### src/design/dcr_pkg.sv
// package of register offsets, bit positions and reset values for the diagnostic registers
// assumes one 40 MHz clock and a plain register port with byte-wide data
package dcr_pkg;
  // ****************************************
  // register offsets
  // ****************************************
  localparam logic [7:0] SELF_CHECK_ENABLES_ADDR   = 8'h21;
  localparam logic [7:0] SELF_CHECK_FAULTS_ADDR    = 8'h22;
  localparam logic [7:0] BREAK_CHECK_ENABLES_ADDR  = 8'h23;
  localparam logic [7:0] BREAK_FLAGS_ADDR          = 8'h24;
  localparam logic [7:0] LIMIT_CHECK_ENABLES_ADDR  = 8'h25;
  localparam logic [7:0] OVER_LIMIT_FLAGS_ADDR     = 8'h26;
  localparam logic [7:0] UNDER_LIMIT_FLAGS_ADDR    = 8'h27;
  localparam logic [7:0] IRQ_STATUS_ADDR           = 8'h30;
  localparam logic [7:0] IRQ_ENABLE_ADDR           = 8'h31;
  localparam logic [7:0] IRQ_CLEAR_ADDR            = 8'h32;
  localparam logic [7:0] MODE_CTRL_ADDR            = 8'h33;
  // ****************************************
  // bit positions in enables and faults
  // ****************************************
  localparam int PATTERN_BIT  = 7;
  localparam int TALLY_BIT    = 6;
  localparam int BUSY_BIT     = 5;
  localparam int RD_ADDR_BIT  = 4;
  localparam int WR_ADDR_BIT  = 3;
  localparam int IF_CRC_BIT   = 2;
  localparam int MAP_CRC_BIT  = 1;
  localparam int ROM_CRC_BIT  = 0;
  // irq status bits: one per fault group
  localparam int IRQ_SELF_BIT  = 0;
  localparam int IRQ_BREAK_BIT = 1;
  localparam int IRQ_OVER_BIT  = 2;
  localparam int IRQ_UNDER_BIT = 3;
  // ****************************************
  // reset values and masks
  // ****************************************
  localparam logic [7:0] SELF_CHECK_ENABLES_RST = 8'h01;
  localparam logic [7:0] FLAGS_RST              = 8'h00;
  localparam logic [7:0] FAULT_WRITABLE_MASK    = 8'h3f;
  localparam logic [3:0] IRQ_RST                = 4'h0;
  localparam logic [15:0] PATTERN_WORD          = 16'haaaa;
  // ****************************************
  // busy watchdog timing
  // ****************************************
  localparam int CLK_HZ         = 40_000_000;
  localparam int BUSY_LIMIT_NS  = 4000;
  localparam int BUSY_LIMIT_CYC = (BUSY_LIMIT_NS * (CLK_HZ / 1_000_000)) / 1000;
  localparam int BUSY_CNT_W     = 8;
  localparam int TALLY_W        = 16;
endpackage : dcr_pkg

### src/design/dcr_busy_watch.sv
// busy-stuck-high watchdog counting cycles of continuous busy
// assumes busy is synchronous to clk
`timescale 1ns/1ps
module dcr_busy_watch (
  // clock and reset
  input  wire logic clk,
  input  wire logic rst_n,
  // supervision
  input  wire logic armed,
  input  wire logic busy,
  output logic      stuck
);
  typedef struct packed {
    logic [dcr_pkg::BUSY_CNT_W-1:0] count;
    logic                           stuck;
  } dcr_watch_type;
  dcr_watch_type state;
  dcr_watch_type next_state;

  // count run of busy; pulse once past the limit
  always_comb begin
    next_state = state;
    next_state.stuck = 1'b0;
    if (!armed || !busy) begin
      next_state.count = '0;
    end else if (state.count < dcr_pkg::BUSY_CNT_W'(dcr_pkg::BUSY_LIMIT_CYC + 1)) begin
      next_state.count = state.count + 1'b1;
      // more than limit cycles high
      next_state.stuck = (state.count == dcr_pkg::BUSY_CNT_W'(dcr_pkg::BUSY_LIMIT_CYC));
    end
  end

  // state register
  always_ff @(posedge clk or negedge rst_n) begin
    if (!rst_n) begin
      state <= '0;
    end else begin
      state <= next_state;
    end
  end

  assign stuck = state.stuck;

  chk_stuck_needs_arm: assert property (@(posedge clk) disable iff (!rst_n)
    stuck |-> $past(armed) && $past(busy))
    else $error("busy stuck pulse without armed busy");
endmodule : dcr_busy_watch

### src/design/dcr_regs.sv
// diagnostic check register bank with sticky fault flags and an interrupt
// assumes a synchronous host register port, one clock, busy and fault
// detectors that are synchronous to clk
// Notes on behaviour
// - pattern bit replaces conversion data with fixed word
// - tally bit runs the sample clock counter
// - busy bit arms stuck-high supervision
// - busy high over 4 us sets fault
// - read of unmapped address sets read fault
// - write to unmapped address sets write fault
// - interface crc mismatch sets fault when enabled
// - map crc check, off after reset
// - rom crc check, on after reset
// - faults sticky, write one clears, 7:6 reserved
// - auto mode: break bit enables open detect
// - manual mode: break bit forces amp common mode high
// - open input sets sticky break flag
// - limit enable bit arms channel voltage check
// - overvoltage sets sticky over flag
// - undervoltage sets separate sticky under flag
`timescale 1ns/1ps
module dcr_regs (
  // clock and reset
  input  wire logic        clk,
  input  wire logic        rst_n,
  // register port
  input  wire logic [7:0]  regAddr,
  input  wire logic [7:0]  regWdata,
  input  wire logic        regWrite,
  input  wire logic        regRead,
  output logic      [7:0]  regRdata,
  // fault events from the converter
  input  wire logic        busy,
  input  wire logic        ifCrcMismatch,
  input  wire logic        mapCrcMismatch,
  input  wire logic        romCrcMismatch,
  input  wire logic [7:0]  inputBreakSeen,
  input  wire logic [7:0]  inputOverLimit,
  input  wire logic [7:0]  inputUnderLimit,
  // conversion data path and clocks
  input  wire logic [15:0] convData,
  input  wire logic        sampleRateClock,
  input  wire logic        oversamplingClock,
  output logic      [15:0] readData,
  // controls to the analog side
  output logic      [7:0]  inputBreakCheckOn,
  output logic      [7:0]  ampCommonHigh,
  output logic      [7:0]  inputLimitCheckOn,
  output logic      [15:0] sampleRateClockTally,
  // interrupt
  output logic             irq
);
  // ****************************************
  // state
  // ****************************************
  typedef struct packed {
    logic [7:0]                  enables;
    logic [7:0]                  faults;
    logic [7:0]                  breakOn;
    logic [7:0]                  breakFlags;
    logic [7:0]                  limitOn;
    logic [7:0]                  overFlags;
    logic [7:0]                  underFlags;
    logic [3:0]                  irqStatus;
    logic [3:0]                  irqEnable;
    logic                        manualMode;
    logic [7:0]                  rdata;
    logic [15:0]                 readData;
    logic [7:0]                  commonHigh;
    logic [7:0]                  breakCheck;
    logic [dcr_pkg::TALLY_W-1:0] tally;
    logic                        irq;
  } dcr_regs_type;
  dcr_regs_type state;
  dcr_regs_type next_state;

  logic busyStuck;

  // ****************************************
  // busy watchdog
  // ****************************************
  dcr_busy_watch u_busy_watch (
    .clk   (clk),
    .rst_n (rst_n),
    .armed (state.enables[dcr_pkg::BUSY_BIT]),
    .busy  (busy),
    .stuck (busyStuck)
  );

  // address decode used for reads and writes
  function automatic logic addr_mapped(input logic [7:0] a);
    return (a >= dcr_pkg::SELF_CHECK_ENABLES_ADDR && a <= dcr_pkg::UNDER_LIMIT_FLAGS_ADDR)
        || (a >= dcr_pkg::IRQ_STATUS_ADDR && a <= dcr_pkg::MODE_CTRL_ADDR);
  endfunction : addr_mapped

  // sticky flag: set wins over clear; write one clears
  function automatic logic [7:0] sticky(input logic [7:0] cur, input logic [7:0] setv,
                                        input logic clr, input logic [7:0] wd);
    return (cur & ~(clr ? wd : 8'h00)) | setv;
  endfunction : sticky

  // ****************************************
  // next state
  // ****************************************
  always_comb begin
    logic [7:0] selfSet;
    logic [3:0] irqSet;
    selfSet = 8'h00;
    irqSet = 4'h0;
    next_state = state;
    // fault events gated by their enables
    selfSet[dcr_pkg::BUSY_BIT]    = busyStuck;
    selfSet[dcr_pkg::RD_ADDR_BIT] = state.enables[dcr_pkg::RD_ADDR_BIT] && regRead
                                    && !addr_mapped(regAddr);
    selfSet[dcr_pkg::WR_ADDR_BIT] = state.enables[dcr_pkg::WR_ADDR_BIT] && regWrite
                                    && !addr_mapped(regAddr);
    selfSet[dcr_pkg::IF_CRC_BIT]  = state.enables[dcr_pkg::IF_CRC_BIT] && ifCrcMismatch;
    selfSet[dcr_pkg::MAP_CRC_BIT] = state.enables[dcr_pkg::MAP_CRC_BIT] && mapCrcMismatch;
    selfSet[dcr_pkg::ROM_CRC_BIT] = state.enables[dcr_pkg::ROM_CRC_BIT] && romCrcMismatch;
    // register writes
    if (regWrite) begin
      unique case (regAddr)
        dcr_pkg::SELF_CHECK_ENABLES_ADDR:  next_state.enables = regWdata;
        dcr_pkg::BREAK_CHECK_ENABLES_ADDR: next_state.breakOn = regWdata;
        dcr_pkg::LIMIT_CHECK_ENABLES_ADDR: next_state.limitOn = regWdata;
        dcr_pkg::IRQ_ENABLE_ADDR:          next_state.irqEnable = regWdata[3:0];
        dcr_pkg::MODE_CTRL_ADDR:           next_state.manualMode = regWdata[0];
        default:                           ;
      endcase
    end
    // sticky fault flags, reserved bits stay zero
    next_state.faults = sticky(state.faults, selfSet,
      regWrite && regAddr == dcr_pkg::SELF_CHECK_FAULTS_ADDR, regWdata)
      & dcr_pkg::FAULT_WRITABLE_MASK;
    next_state.breakFlags = sticky(state.breakFlags,
      inputBreakSeen & state.breakOn & {8{!state.manualMode}},
      regWrite && regAddr == dcr_pkg::BREAK_FLAGS_ADDR, regWdata);
    next_state.overFlags = sticky(state.overFlags, inputOverLimit & state.limitOn,
      regWrite && regAddr == dcr_pkg::OVER_LIMIT_FLAGS_ADDR, regWdata);
    next_state.underFlags = sticky(state.underFlags, inputUnderLimit & state.limitOn,
      regWrite && regAddr == dcr_pkg::UNDER_LIMIT_FLAGS_ADDR, regWdata);
    // interrupt status follows new flag events
    irqSet[dcr_pkg::IRQ_SELF_BIT]  = |(next_state.faults & ~state.faults);
    irqSet[dcr_pkg::IRQ_BREAK_BIT] = |(next_state.breakFlags & ~state.breakFlags);
    irqSet[dcr_pkg::IRQ_OVER_BIT]  = |(next_state.overFlags & ~state.overFlags);
    irqSet[dcr_pkg::IRQ_UNDER_BIT] = |(next_state.underFlags & ~state.underFlags);
    next_state.irqStatus = (state.irqStatus
      & ~((regWrite && regAddr == dcr_pkg::IRQ_CLEAR_ADDR) ? regWdata[3:0] : 4'h0)) | irqSet;
    next_state.irq = |(next_state.irqStatus & next_state.irqEnable);
    // read data, one cycle later
    next_state.rdata = 8'h00;
    if (regRead) begin
      unique case (regAddr)
        dcr_pkg::SELF_CHECK_ENABLES_ADDR:  next_state.rdata = state.enables;
        dcr_pkg::SELF_CHECK_FAULTS_ADDR:   next_state.rdata = state.faults;
        dcr_pkg::BREAK_CHECK_ENABLES_ADDR: next_state.rdata = state.breakOn;
        dcr_pkg::BREAK_FLAGS_ADDR:         next_state.rdata = state.breakFlags;
        dcr_pkg::LIMIT_CHECK_ENABLES_ADDR: next_state.rdata = state.limitOn;
        dcr_pkg::OVER_LIMIT_FLAGS_ADDR:    next_state.rdata = state.overFlags;
        dcr_pkg::UNDER_LIMIT_FLAGS_ADDR:   next_state.rdata = state.underFlags;
        dcr_pkg::IRQ_STATUS_ADDR:          next_state.rdata = {4'h0, state.irqStatus};
        dcr_pkg::IRQ_ENABLE_ADDR:          next_state.rdata = {4'h0, state.irqEnable};
        dcr_pkg::MODE_CTRL_ADDR:           next_state.rdata = {7'h00, state.manualMode};
        default:                           next_state.rdata = 8'h00;
      endcase
    end
    // conversion data or fixed check pattern
    next_state.readData = state.enables[dcr_pkg::PATTERN_BIT]
                          ? dcr_pkg::PATTERN_WORD : convData;
    // manual mode uses break bits as common mode control
    next_state.commonHigh = state.manualMode ? state.breakOn : 8'h00;
    // break enables reach the detectors only in automatic mode
    next_state.breakCheck = next_state.manualMode ? 8'h00 : next_state.breakOn;
    // tally of sample and oversampling clock ticks
    if (state.enables[dcr_pkg::TALLY_BIT]) begin
      next_state.tally = state.tally + TALLY_CNT(sampleRateClock, oversamplingClock);
    end
  end

  // count of clock ticks this cycle
  function automatic logic [dcr_pkg::TALLY_W-1:0] TALLY_CNT(input logic a, input logic b);
    return dcr_pkg::TALLY_W'({1'b0, a} + {1'b0, b});
  endfunction : TALLY_CNT

  // ****************************************
  // state register
  // ****************************************
  always_ff @(posedge clk or negedge rst_n) begin
    if (!rst_n) begin
      state <= '0;
      state.enables <= dcr_pkg::SELF_CHECK_ENABLES_RST;
      state.breakOn <= dcr_pkg::FLAGS_RST;
      state.limitOn <= dcr_pkg::FLAGS_RST;
      state.irqStatus <= dcr_pkg::IRQ_RST;
    end else begin
      state <= next_state;
    end
  end

  // outputs
  assign regRdata             = state.rdata;
  assign readData             = state.readData;
  assign inputBreakCheckOn    = state.breakCheck;
  assign ampCommonHigh        = state.commonHigh;
  assign inputLimitCheckOn    = state.limitOn;
  assign sampleRateClockTally = state.tally;
  assign irq                  = state.irq;

  // ****************************************
  // checks
  // ****************************************
  chk_pattern_output: assert property (@(posedge clk) disable iff (!rst_n)
    state.enables[dcr_pkg::PATTERN_BIT] |=> readData == dcr_pkg::PATTERN_WORD)
    else $error("pattern not returned");
  chk_tally_idle: assert property (@(posedge clk) disable iff (!rst_n)
    !state.enables[dcr_pkg::TALLY_BIT] |=> $stable(sampleRateClockTally))
    else $error("tally moved while off");
  chk_busy_disarmed: assert property (@(posedge clk) disable iff (!rst_n)
    !state.enables[dcr_pkg::BUSY_BIT] [*2] |=> !$rose(state.faults[dcr_pkg::BUSY_BIT]))
    else $error("busy fault while disarmed");
  // ****************************************
  // assertion helper: run of armed busy cycles
  // ****************************************
  // saturating count of consecutive cycles with busy high while armed
  logic [8:0] busyRun;
  always_ff @(posedge clk or negedge rst_n) begin
    if (!rst_n) begin
      busyRun <= 9'h000;
    end else if (!(state.enables[dcr_pkg::BUSY_BIT] && busy)) begin
      busyRun <= 9'h000;
    end else if (busyRun != 9'h1ff) begin
      busyRun <= busyRun + 9'h001;
    end
  end

  // one cycle past the limit the watchdog pulses, the flag follows
  chk_busy_timeout: assert property (@(posedge clk) disable iff (!rst_n)
    busyRun == 9'(dcr_pkg::BUSY_LIMIT_CYC + 1) |=> state.faults[dcr_pkg::BUSY_BIT])
    else $error("busy fault late");
  chk_read_fault: assert property (@(posedge clk) disable iff (!rst_n)
    regRead && !addr_mapped(regAddr) && state.enables[dcr_pkg::RD_ADDR_BIT]
    |=> state.faults[dcr_pkg::RD_ADDR_BIT])
    else $error("read fault missing");
  chk_write_fault: assert property (@(posedge clk) disable iff (!rst_n)
    regWrite && !addr_mapped(regAddr) && state.enables[dcr_pkg::WR_ADDR_BIT]
    |=> state.faults[dcr_pkg::WR_ADDR_BIT])
    else $error("write fault missing");
  chk_reserved_zero: assert property (@(posedge clk) disable iff (!rst_n)
    state.faults[7:6] == 2'b00)
    else $error("reserved fault bits set");
  chk_flag_sticky: assert property (@(posedge clk) disable iff (!rst_n)
    state.overFlags[0] && !(regWrite && regAddr == dcr_pkg::OVER_LIMIT_FLAGS_ADDR)
    |=> state.overFlags[0])
    else $error("over flag lost");
  chk_under_gated: assert property (@(posedge clk) disable iff (!rst_n)
    !state.limitOn[0] && !state.underFlags[0] |=> !state.underFlags[0])
    else $error("under flag set while off");
  chk_irq_level: assert property (@(posedge clk) disable iff (!rst_n)
    irq == |($past(next_state.irqStatus) & $past(next_state.irqEnable)))
    else $error("irq mismatch");
  // conversion data passes through while the pattern is off
  chk_conv_passes: assert property (@(posedge clk) disable iff (!rst_n)
    !state.enables[dcr_pkg::PATTERN_BIT] |=> readData == $past(convData))
    else $error("conversion data not passed");
  // one sample tick alone adds exactly one
  chk_tally_step: assert property (@(posedge clk) disable iff (!rst_n)
    state.enables[dcr_pkg::TALLY_BIT] && sampleRateClock && !oversamplingClock
    |=> sampleRateClockTally == $past(sampleRateClockTally) + 16'h0001)
    else $error("tally step wrong");
  // crc mismatches latch when their checks are on
  chk_if_crc_flag: assert property (@(posedge clk) disable iff (!rst_n)
    state.enables[dcr_pkg::IF_CRC_BIT] && ifCrcMismatch |=> state.faults[dcr_pkg::IF_CRC_BIT])
    else $error("interface crc fault missing");
  chk_map_crc_flag: assert property (@(posedge clk) disable iff (!rst_n)
    state.enables[dcr_pkg::MAP_CRC_BIT] && mapCrcMismatch
    |=> state.faults[dcr_pkg::MAP_CRC_BIT])
    else $error("map crc fault missing");
  chk_rom_crc_flag: assert property (@(posedge clk) disable iff (!rst_n)
    state.enables[dcr_pkg::ROM_CRC_BIT] && romCrcMismatch
    |=> state.faults[dcr_pkg::ROM_CRC_BIT])
    else $error("rom crc fault missing");
  // break enables go out only in automatic mode
  chk_break_auto: assert property (@(posedge clk) disable iff (!rst_n)
    !state.manualMode |-> inputBreakCheckOn == state.breakOn)
    else $error("break enables not driven");
  // manual mode: no new break flags
  chk_break_manual: assert property (@(posedge clk) disable iff (!rst_n)
    state.manualMode && !state.breakFlags[0] |=> !state.breakFlags[0])
    else $error("break flag set in manual mode");
  // manual mode hands the break bits to the amplifier common mode
  chk_common_manual: assert property (@(posedge clk) disable iff (!rst_n)
    state.manualMode |=> ampCommonHigh == $past(state.breakOn))
    else $error("common mode not forced");
  // per-channel events latch while enabled
  chk_break_set: assert property (@(posedge clk) disable iff (!rst_n)
    inputBreakSeen[7] && state.breakOn[7] && !state.manualMode |=> state.breakFlags[7])
    else $error("break flag missing");
  chk_over_set: assert property (@(posedge clk) disable iff (!rst_n)
    inputOverLimit[2] && state.limitOn[2] |=> state.overFlags[2])
    else $error("over flag missing");
  chk_under_set: assert property (@(posedge clk) disable iff (!rst_n)
    inputUnderLimit[3] && state.limitOn[3] |=> state.underFlags[3])
    else $error("under flag missing");
  // a zero written to a set flag leaves it set
  chk_zero_write: assert property (@(posedge clk) disable iff (!rst_n)
    state.faults[dcr_pkg::ROM_CRC_BIT] && regWrite && !regWdata[dcr_pkg::ROM_CRC_BIT]
    |=> state.faults[dcr_pkg::ROM_CRC_BIT])
    else $error("flag lost on zero write");
  // read data stands only in the cycle after a read
  chk_rdata_idle: assert property (@(posedge clk) disable iff (!rst_n)
    !regRead |=> regRdata == 8'h00)
    else $error("read data without read");
  cov_busy_fault: cover property (@(posedge clk) disable iff (!rst_n)
    $rose(state.faults[dcr_pkg::BUSY_BIT]));
  cov_flag_clear: cover property (@(posedge clk) disable iff (!rst_n)
    state.breakFlags[0] ##1 !state.breakFlags[0]);
  cov_irq_rise: cover property (@(posedge clk) disable iff (!rst_n) $rose(irq));
  cov_pattern_on: cover property (@(posedge clk) disable iff (!rst_n)
    $rose(state.enables[dcr_pkg::PATTERN_BIT]));
  cov_manual_common: cover property (@(posedge clk) disable iff (!rst_n)
    state.manualMode && ampCommonHigh != 8'h00);
endmodule : dcr_regs

### config.mk
export PLATFORM = sky130hd
export DESIGN_NAME = dcr_regs
export DESIGN_NICKNAME = d
export VERILOG_FILES = /design/src/design/dcr_pkg.sv /design/src/design/dcr_busy_watch.sv /design/src/design/dcr_regs.sv
export SDC_FILE = /design/constraint.sdc
export NUM_CORES = 1
export LEC_CHECK = 0
export ABC_CLOCK_PERIOD_IN_PS = 3100
export BUFFER_PORTS_ARGS = -buffer_cell sky130_fd_sc_hd__buf_4
export CORE_ASPECT_RATIO = 0.75
export CORE_UTILIZATION = 55
export CTS_BUF_LIST = sky130_fd_sc_hd__clkbuf_16
export DETAILED_ROUTE_END_ITERATION = 10
export PLACE_DENSITY = 0.8
export SLEW_MARGIN = 20
export SYNTH_ARGS = -nofsm -noshare
export SYNTH_HDL_FRONTEND = slang
export SYNTH_HIERARCHICAL = 1
export SYNTH_SLANG_ARGS = --single-unit
### constraint.sdc
create_clock -name clk -period 3.1 [get_ports clk]
set_input_delay 0.465 -clock clk [delete_from_list [all_inputs] [get_ports clk]]
set_output_delay 0.465 -clock clk [all_outputs]
set_load 0.01 [all_outputs]
==> results_dict.tcl, run 1 <==
set metrics [dict create \
    critPathMaxFanout 20 \
    grt_pass1_wl_microns 25700 \
    fmax_ghz 0.422 \
    synth_flop_cell "dfrtp_1" \
    arrival_ns 2.66 \
    synthToLayoutAreaGrowth_pct 20.8 \
    layout-drive-gt1-share_pct 34.4 \
    rsz0062_at_grt "no" \
    grt_usage_pct 28.9 \
    globalplace.congestion 0.952 \
    cts_max_level 4 \
    slew_headroom_pct 42.9 \
    cts_tree "yes" \
    ant_nets 0 \
    initial_core_util_pct 57.3 \
    p_sw_share_pct 24.0 \
    routed_wl_microns 16200 \
    hold_violations 0 \
    vdd_drop_max_mv 0.409 \
    p_comb_share_pct 12.2 \
    pwr-share-seq_pct 41.7 \
    r2r_end "irq" \
    setup_viol 0 \
    overflow 0 \
    rr_startpoint "state[57]" \
    worst-path-buf-inv 0 \
    finalCritPeriodShare_pct 76.4 \
    ys_seq_area_share_pct 50.9 \
    hold_class "input pin to asynchronous set/reset pin" \
    dr.first_iter.drc_count 411 \
    die_w_microns 126 \
    run_status "complete, no violations" \
    p_int_mw 3.82 \
    syn_area_per_cell_sq_um 11.0 \
    worstPathCellList "nor4bb_1, or4_1, a2111o_1, a22o_1, a221o_1" \
    setup.worst_path.end_class "register" \
    fin_area_sq_mm 0.00766 \
    leakagePower_nw 3.61 \
    syn_inst 577 \
    final_max_slew_viol_count 0 \
    final_nets 716 \
    start_kind "register" \
    rrSetupSlack_ns 0.73 \
    syn_area_sq_mm 0.00634 \
    port_buffers 130 \
    fin_tns_setup_ns 0 \
    viasPerCell 6.05 \
    place.detailed.hpwl_microns 11700 \
    finalCriticalPeriod_ns 2.37 \
    antenna_found_initial 0 \
    finalClockSkew_ns 0.00825 \
    clk_path_buf_depth 2 \
    ios 131 \
    std_cell_rows 33 \
    synth_cell_types 60 \
    synth_edf_count 0 \
    synth_seq_cells 129 \
    clk_pin_slew_ns 0.06 \
    first_pass_iters 6 \
    cts_buffers 17 \
    synthArstFlopShare_pct 100 \
    clkPwrFrac_pct 46.1 \
    cp_top_family "compound AO/OA/AOI/OAI gates" \
    drv_cap 0 \
    worstMarginPinSlew_ns 0.834 \
    cts_resized 0 \
    drc 0 \
    power_density_mw_per_mm2 657 \
    rr_worst_depth 5 \
    vias 4832 \
    yosys_warnings 6 \
    place_area_sq_mm 0.00697 \
    fp.dieH_microns 95.0 \
    path_class "register to register" \
    grt_pass1_vias 4772 \
    syn-num-nets 647 \
    die_area_sq_mm 0.0120 \
    worst_path_max_delay_cell "dfrtp_1" \
    avgRoutedWirePerCell_microns 20.2 \
    cts_setup_buffers 0 \
    antennaDiodeCount 0 \
    fp.coreArea_sq_mm 0.0111 \
    worstPathRequired_ns 3.39 \
    ctsHoldBuffers 0 \
    slowest_delay_ns 0.71 \
    clk_latency_ns 0.42 \
    p_switching_mw 1.21 \
    cts_sinks 129 \
    clock-root-buffer "clkbuf_16" \
    grt_start_max_net_pins 51 \
]
==> how the worst max path moves through the flow <==
stage	startpoint	to	depth (start not counted)
6_report	state[57]	irq	5
5_1_grt	state[57]	irq	5
3_5_place_dp	regAddr[3]	inputBreakCheckOn[4]	6
3_3_place_gp	regAddr[3]	irq	6
4_1_cts	state[57]	irq	5
2_1_floorplan	regAddr[3]	irq	6
==> cell type report <==
class / instances / area [sq um]
Clock buffer: 17 / 425
Clock inverter: 15 / 264
Fill cell: 800 / 3410
Inverter: 9 / 33.8
Multi-Input combinational cell: 352 / 2500
Sequential cell: 129 / 3230
Tap cell: 140 / 175
Timing Repair Buffer: 137 / 1030
==> routing by layer <==
| metal | track usage [%] | up-vias | share of wire [%] |
|---|---|---|---|
| met4 | 9.34 | 0 | 1.7 |
| met3 | 10.2 | 26 | 11 |
| met2 | 43.8 | 305 | 44 |
| li1 | - | 2136 | - |
| met1 | 39.1 | 2365 | 43 |
| met5 | 0 | - | 0 |
==> flip-flops by register name, summed over array words and instances, names as in the netlist <==
register              flops
inputBreakCheckOn         8
u_busy_watch/stuck        1
inputLimitCheckOn         8
readData                 16
regRdata                  8
state                    55
u_busy_watch/state        8
ampCommonHigh             8
irq                       1
sampleRateClockTally     16
==> Yosys cell counts, types with 2 or more instances <==
cell type / n / share of area, %
a32oi_1: 2 / 0.28
o21a_1: 2 / 0.24
nor2_1: 13 / 0.77
nand2_2: 2 / 0.20
nand2b_1: 3 / 0.30
o41ai_1: 2 / 0.28
nand3_1: 8 / 0.63
o22ai_1: 9 / 0.89
dfrtp_1: 128 / 51
nand4_1: 8 / 0.79
a21o_1: 4 / 0.47
buf_1: 2 / 0.12
a21bo_2: 2 / 0.32
and3_1: 6 / 0.59
a22o_1: 26 / 3.6
a221o_1: 2 / 0.32
mux2i_1: 4 / 0.63
nor4_1: 3 / 0.30
inv_1: 9 / 0.53
clkbuf_1: 20 / 1.2
xor2_1: 8 / 1.1
or2_2: 8 / 0.79
nor2b_1: 21 / 2.1
o32ai_1: 4 / 0.55
or4_1: 4 / 0.47
o21ai_0: 4 / 0.32
and2_1: 11 / 1.1
nand3b_1: 7 / 0.83
a31oi_1: 4 / 0.39
or3_2: 2 / 0.24
o2bb2ai_1: 2 / 0.28
mux2_2: 36 / 6.4
a22oi_1: 7 / 0.83
o211ai_1: 2 / 0.24
buf_4: 64 / 7.6
mux4_2: 4 / 1.4
a32o_1: 6 / 0.95
ha_1: 3 / 0.59
nand2_1: 78 / 4.6
nor4bb_1: 4 / 0.63
and3b_1: 2 / 0.28
nor3_1: 9 / 0.71
xnor2_1: 6 / 0.83
a21oi_1: 10 / 0.79
==> logic make-up (layout without fill, tap and decap cells) <==
family / count (synthesis) / in the layout / share of synthesized area, %
buf+inv: 96 / 178 / 9.59
compound gates: 97 / 97 / 12.0
flops: 129 / 129 / 50.9
xor+xnor: 14 / 14 / 1.93
fa+ha+maj: 4 / 4 / 0.908
simple gates: 193 / 193 / 16.1
mux: 44 / 44 / 8.45
==> layout by cell type (no fill, tap or decap), types with 9 or more instances in the layout <==
master and n:
nor3_1 9, clkbuf_16 17, buf_4 137, nor2b_1 21, o22ai_1 9, mux2_2 36
nor2_1 13, nand2_1 78, a22o_1 26, dfrtp_1 128, a21oi_1 10, inv_1 10
and2_1 11
==> power groups by stage <==
stage | combinational [mW] | sequential (mW) | clock, mW
6_report | 0.613 | 2.10 | 2.32
5_1_grt | 0.667 | 2.12 | 2.41
3_3_place_gp | 0.586 | 2.10 | 0
4_1_cts | 0.613 | 2.08 | 2.34
2_1_floorplan | 0.416 | 2.03 | 0
3_5_place_dp | 0.608 | 2.11 | 0
==> through the flow <==
| stage | util (%) | hold slack [ns] | setup WS, ns | power, mW | instances |
|---|---|---|---|---|---|
| 2_1_floorplan | - | 0.169 | 0.701 | 2.44 | 577 |
| 3_3_place_gp | 63.0 | 0.453 | 0.664 | 2.68 | 767 |
| 3_5_place_dp | 63.0 | 0.469 | 0.622 | 2.72 | 767 |
| 4_1_cts | 69.2 | 0.0764 | 0.753 | 5.04 | 799 |
| 5_1_grt | 69.2 | 0.114 | 0.630 | 5.19 | 799 |
| 6_report | 69.2 | 0.0588 | 0.731 | 5.03 | 799 |
(Power assumes the default switching activity.)
==> run 2, diff against run 1 <==
--- a/config.mk
+++ b/config.mk
@@ -5,13 +5,13 @@
 export SDC_FILE = /design/constraint.sdc
 export NUM_CORES = 1
 export LEC_CHECK = 0
-export ABC_CLOCK_PERIOD_IN_PS = 3100
+export ABC_CLOCK_PERIOD_IN_PS = 2000
 export BUFFER_PORTS_ARGS = -buffer_cell sky130_fd_sc_hd__buf_4
 export CORE_ASPECT_RATIO = 0.75
-export CORE_UTILIZATION = 55
+export CORE_UTILIZATION = 50
 export CTS_BUF_LIST = sky130_fd_sc_hd__clkbuf_16
 export DETAILED_ROUTE_END_ITERATION = 10
-export PLACE_DENSITY = 0.8
+export PLACE_DENSITY = 0.77
 export SLEW_MARGIN = 20
 export SYNTH_ARGS = -nofsm -noshare
 export SYNTH_HDL_FRONTEND = slang
==> constraint.sdc (replaced) <==
create_clock -name clk -period 2 [get_ports clk]
set_input_delay 0.3 -clock clk [delete_from_list [all_inputs] [get_ports clk]]
set_output_delay 0.3 -clock clk [all_outputs]
set_load 0.01 [all_outputs]
==> run 2 against run 1 <==
Compared with the run above: maximum frequency increased by 19%; worst hold slack improved by 0.015 ns; setup slack worse by 0.73 ns; wire length rose by 2.1%.
==> results_dict.tcl, run 2 (synthesized netlist as in run 1, its figures left out) <==
set metrics [dict create \
    run_status "complete, no violations" \
    mostFrequentLayoutCells "buf_4 (169), dfrtp_1 (127), nand2_1 (78)" \
    power_density_mw_per_mm2 934 \
    cp_top_family "compound AO/OA/AOI/OAI gates" \
    first_pass_iters 5 \
    holdWs_ns 0.0739 \
    initial_core_util_pct 51.5 \
    hold_class "input pin to register" \
    die_area_sq_mm 0.0131 \
    cts_buffers 17 \
    leakagePower_nw 3.76 \
    antenna_found_initial 0 \
    synthToLayoutAreaGrowth_pct 25.1 \
    slowest_delay_ns 0.52 \
    rr_startpoint "state[57]" \
    grt_pass1_wl_microns 26100 \
    die_w_microns 132 \
    slew_headroom_pct 64.2 \
    place.detailed.hpwl_microns 12300 \
    cp.depth 5 \
    grt_start_max_net_pins 86 \
    cts_tree "yes" \
    final_nets 752 \
    path_class "register to register" \
    post-route-util_pct 64.4 \
    final_common_cell "buf_4" \
    finalCritPeriodShare_pct 99.9 \
    port_buffers 130 \
    setup_viol 0 \
    dr.first_iter.drc_count 362 \
    worstPathRequired_ns 2.29 \
    grt_usage_pct 26.4 \
    drc 0 \
    vias 4915 \
    fp.coreArea_sq_mm 0.0123 \
    cts_sinks 129 \
    viasPerCell 5.71 \
    ios 131 \
    start_kind "register" \
    avgRoutedWirePerCell_microns 19.2 \
    layout-drive-gt1-share_pct 38.1 \
    clk_path_buf_depth 2 \
    rrSetupSlack_ns 0.003 \
    ant_nets 0 \
    finalCriticalPeriod_ns 2.00 \
    std_cell_rows 35 \
    min_path_cells 2 \
    fin_cells 861 \
    setup.worst_path.end_class "register" \
    final_max_slew_viol_count 0 \
    clk_pin_slew_ns 0.06 \
    clock-root-buffer "clkbuf_16" \
    worst-path-buf-inv 0 \
    min_to "readData[5]" \
    critPathMaxFanout 7 \
    rr_worst_depth 5 \
    worstMarginPinSlew_ns 0.537 \
    worst_path_max_delay_cell "or4_1" \
    r2r_end "irq" \
    min_from "convData[5]" \
    largest-register "state" \
    antennaDiodeCount 0 \
    globalplace.congestion 0.919 \
    routed_wl_microns 16500 \
    worstPathCellList "nor4bb_1, or4_1, a2111o_1, a22o_1, a221o_1" \
    vdd_drop_max_mv 0.632 \
    largest_reg_flops 55 \
    overflow 0 \
    fmax_ghz 0.501 \
    finalClockSkew_ns 0.00744 \
    p_total_mw 7.40 \
    drv_cap 0 \
    arrival_ns 2.29 \
    grt_pass1_vias 4980 \
    rsz0062_at_grt "yes" \
    cts_max_level 4 \
    fp.dieH_microns 99.5 \
    hold_violations 0 \
    dp.cells 827 \
    clk_latency_ns 0.41 \
]
-- run 2: worst max-delay path by stage --
stage	startpoint	to
global route	state[57]	irq
CTS	state[57]	irq
finish	state[57]	irq
floorplan	regAddr[3]	irq
global placement	regAddr[3]	inputBreakCheckOn[6]
detailed placement	regAddr[3]	inputBreakCheckOn[3]
-- run 2: layout make-up --
cell class              instances  area [sq um]
clock buffers                  17           425
clock inverters                15           184
fillers                       958          4380
inverters                       9          33.8
multi-input cells             352          2510
flip-flops and latches        129          3230
well taps                     166           208
repair buffers                173          1340
-- run 2: per-stage QoR --
step | TNS (ns) | worst slack, ns | cell area, sq um
after floorplan | -0.0879 | -0.0763 | 6350
after global placement | -2.77 | -0.150 | 7300
after detailed placement | -4.00 | -0.221 | 7300
after CTS | 0 | 0.0157 | 7930
after global routing | -0.0476 | -0.0476 | 7930
final | 0 | 0.00293 | 7930
-- run 2: metal layers --
metal	vias up	track usage (%)	share of wire, %
li1	2210	-	-
met1	2431	35.9	44
met5	-	0	0
met2	247	40.6	45
met4	0	8.50	1.8
met3	27	8.10	9.1
-- run 2: repair_timing --
item,CTS,global route
gates resized for setup,1,0
hold endpoints to repair,49,0
pin swaps,0,0
endpoints found under the setup margin,1,1
setup buffers,1,0
hold buffers,1,0
-- run 2: power breakdown --
part	total, mW	internal [mW]	leakage (nW)	switching [mW]
clock network	3.15	1.97	0.279	1.19
logic	1.04	0.591	1.81	0.445
registers	3.21	2.93	1.67	0.286
==> run 3, diff against run 2 <==
--- a/config.mk
+++ b/config.mk
@@ -12,6 +12,7 @@
 export CTS_BUF_LIST = sky130_fd_sc_hd__clkbuf_16
 export DETAILED_ROUTE_END_ITERATION = 10
 export PLACE_DENSITY = 0.77
+export RECOVER_POWER = 100
 export SLEW_MARGIN = 20
 export SYNTH_ARGS = -nofsm -noshare
 export SYNTH_HDL_FRONTEND = slang
==> run 3 against run 2 <==
Compared with the run above: clock power about the same; utilization is 2.5 points lower; critical path type unchanged; critical endpoint unchanged; combinational power fell by 6%; highest routed layer unchanged; maximum frequency increased by 0.13%; final area is 3.9% lower; via count hardly changed; sequential cell count stayed put; worst hold slack better by 0.0019 ns.
==> results_dict.tcl, run 3 (synthesized netlist as in run 1, its figures left out) <==
set metrics [dict create \
    setup_viol 0 \
    cts_sinks 129 \
    holdWs_ns 0.0757 \
    hold_violations 0 \
    ant_nets 0 \
    cts_buffers 17 \
    synthToLayoutAreaGrowth_pct 20.3 \
    start_kind "register" \
    grt_start_max_net_pins 86 \
    fmax_ghz 0.501 \
    avgRoutedWirePerCell_microns 19.1 \
    rr_worst_depth 5 \
    cts_max_level 4 \
    dp.cells 827 \
    finalCriticalPeriod_ns 1.99 \
    dr.first_iter.drc_count 400 \
    routed_wl_microns 16500 \
    clk_latency_ns 0.41 \
    overflow 0 \
    arrival_ns 2.29 \
    worstMarginPinSlew_ns 1.06 \
    leakagePower_nw 3.44 \
    clk_pin_slew_ns 0.06 \
    std_cell_rows 35 \
    critPathMaxFanout 7 \
    vdd_drop_max_mv 0.629 \
    die_w_microns 132 \
    layout-drive-gt1-share_pct 27.1 \
    antennaDiodeCount 0 \
    place.detailed.hpwl_microns 12300 \
    startpoint "state[57]" \
    first_pass_iters 5 \
    drc 0 \
    setup.worst_path.end_class "register" \
    viasPerCell 5.71 \
    mostFrequentLayoutCells "dfrtp_1 (127), buf_4 (91), nand2_1 (78)" \
    final_nets 752 \
    vias 4919 \
    r2r_end "irq" \
    finalCritPeriodShare_pct 99.7 \
    largest-register "state" \
    final_max_slew_viol_count 0 \
    cts_tree "yes" \
    grt_usage_pct 26.4 \
    rrSetupSlack_ns 0.006 \
    slew_headroom_pct 29.4 \
    clock-root-buffer "clkbuf_16" \
    drv_cap 0 \
    fin_cells 861 \
    run_status "complete, no violations" \
    initial_core_util_pct 51.5 \
    finalClockSkew_ns 0.00730 \
    fin_tns_setup_ns 0 \
    crit_end "irq" \
    clk_path_buf_depth 2 \
    fp.coreArea_sq_mm 0.0123 \
    antenna_found_initial 0 \
    hold_class "input pin to register" \
    rsz0062_at_grt "yes" \
    grt_pass1_wl_microns 26100 \
    globalplace.congestion 0.919 \
    fp.dieH_microns 99.5 \
    port_buffers 130 \
    path_class "register to register" \
    largest_reg_flops 55 \
    min_from "convData[9]" \
    worstPathRequired_ns 2.29 \
    final_common_cell "dfrtp_1" \
    power_density_mw_per_mm2 963 \
    die_area_sq_mm 0.0131 \
    grt_pass1_vias 4980 \
    rr_startpoint "state[57]" \
    ios 131 \
]
==> run 3: cell types whose count changed in the layout (fill, tap and decap cells not counted), moves of 2 or more <==
cell	delta
buf_4	-78
clkbuf_2	+2
and2_0	+5
clkbuf_1	+73
clkbuf_4	+4
and2_1	-5
==> run 3: repair_timing <==
item                                    in CTS  in global routing
hold buffers                                 1                  0
resized for setup                            1                  0
endpoints found under the setup margin       1                  1
buffers inserted                             1                  0
hold endpoints to repair                    49                  0
==> run 3: critical path: stages (launching register included) <==
cell and delay [ns]:
dfrtp_2 0.45, nor4bb_1 0.08, or4_1 0.52, a2111o_1 0.34, a22o_1 0.22, a221o_1 0.26
==> run 3: worst min-delay path by stage <==
stage | endpoint | slack, ns | cells after the start
after floorplan | ampCommonHigh[0] | 0.004 | 0
after global placement | readData[13] | 0.11 | 1
after detailed placement | readData[13] | 0.11 | 1
after CTS | readData[13] | 0.06 | 2
after global routing | readData[5] | 0.06 | 2
final | readData[9] | 0.08 | 2
==> run 3: through the flow <==
step | setup WS [ns] | util (%) | area (sq um) | total power, mW
6_report | 0.00552 | 61.9 | 7620 | 7.34
5_1_grt | -0.0476 | 61.9 | 7620 | 7.63
4_1_cts | 0.0157 | 64.4 | 7930 | 7.44
3_5_place_dp | -0.221 | 59.3 | 7300 | 4.26
3_3_place_gp | -0.150 | 59.3 | 7300 | 4.23
2_1_floorplan | -0.0763 | - | 6350 | 3.79
==> run 3: cell type report <==
| cell class | count | area [sq um] |
|---|---|---|
| repair buffers | 173 | 1050 |
| multi-input cells | 352 | 2490 |
| flip-flops and latches | 129 | 3230 |
| clock buffers | 17 | 425 |
| fillers | 1045 | 4680 |
| inverters | 9 | 33.8 |
| clock inverters | 15 | 184 |
| well taps | 166 | 208 |
==> run 3: metal layers <==
| layer | global-route usage, % | part of all wire (%) | wire length (microns) | vias up |
|---|---|---|---|---|
| met4 | 8.50 | 1.7 | 286 | 0 |
| met1 | 35.9 | 44 | 7260 | 2429 |
| met2 | 40.6 | 45 | 7420 | 249 |
| li1 | - | - | - | 2215 |
| met5 | 0 | 0 | 0 | - |
| met3 | 8.10 | 9.0 | 1480 | 26 |
==> run 3: power breakdown <==
part           switching (mW)  total (mW)  internal [mW]
clock                    1.18        3.15           1.97
sequential              0.285        3.21           2.93
combinational           0.441       0.976          0.535
total                    1.91        7.34           5.43
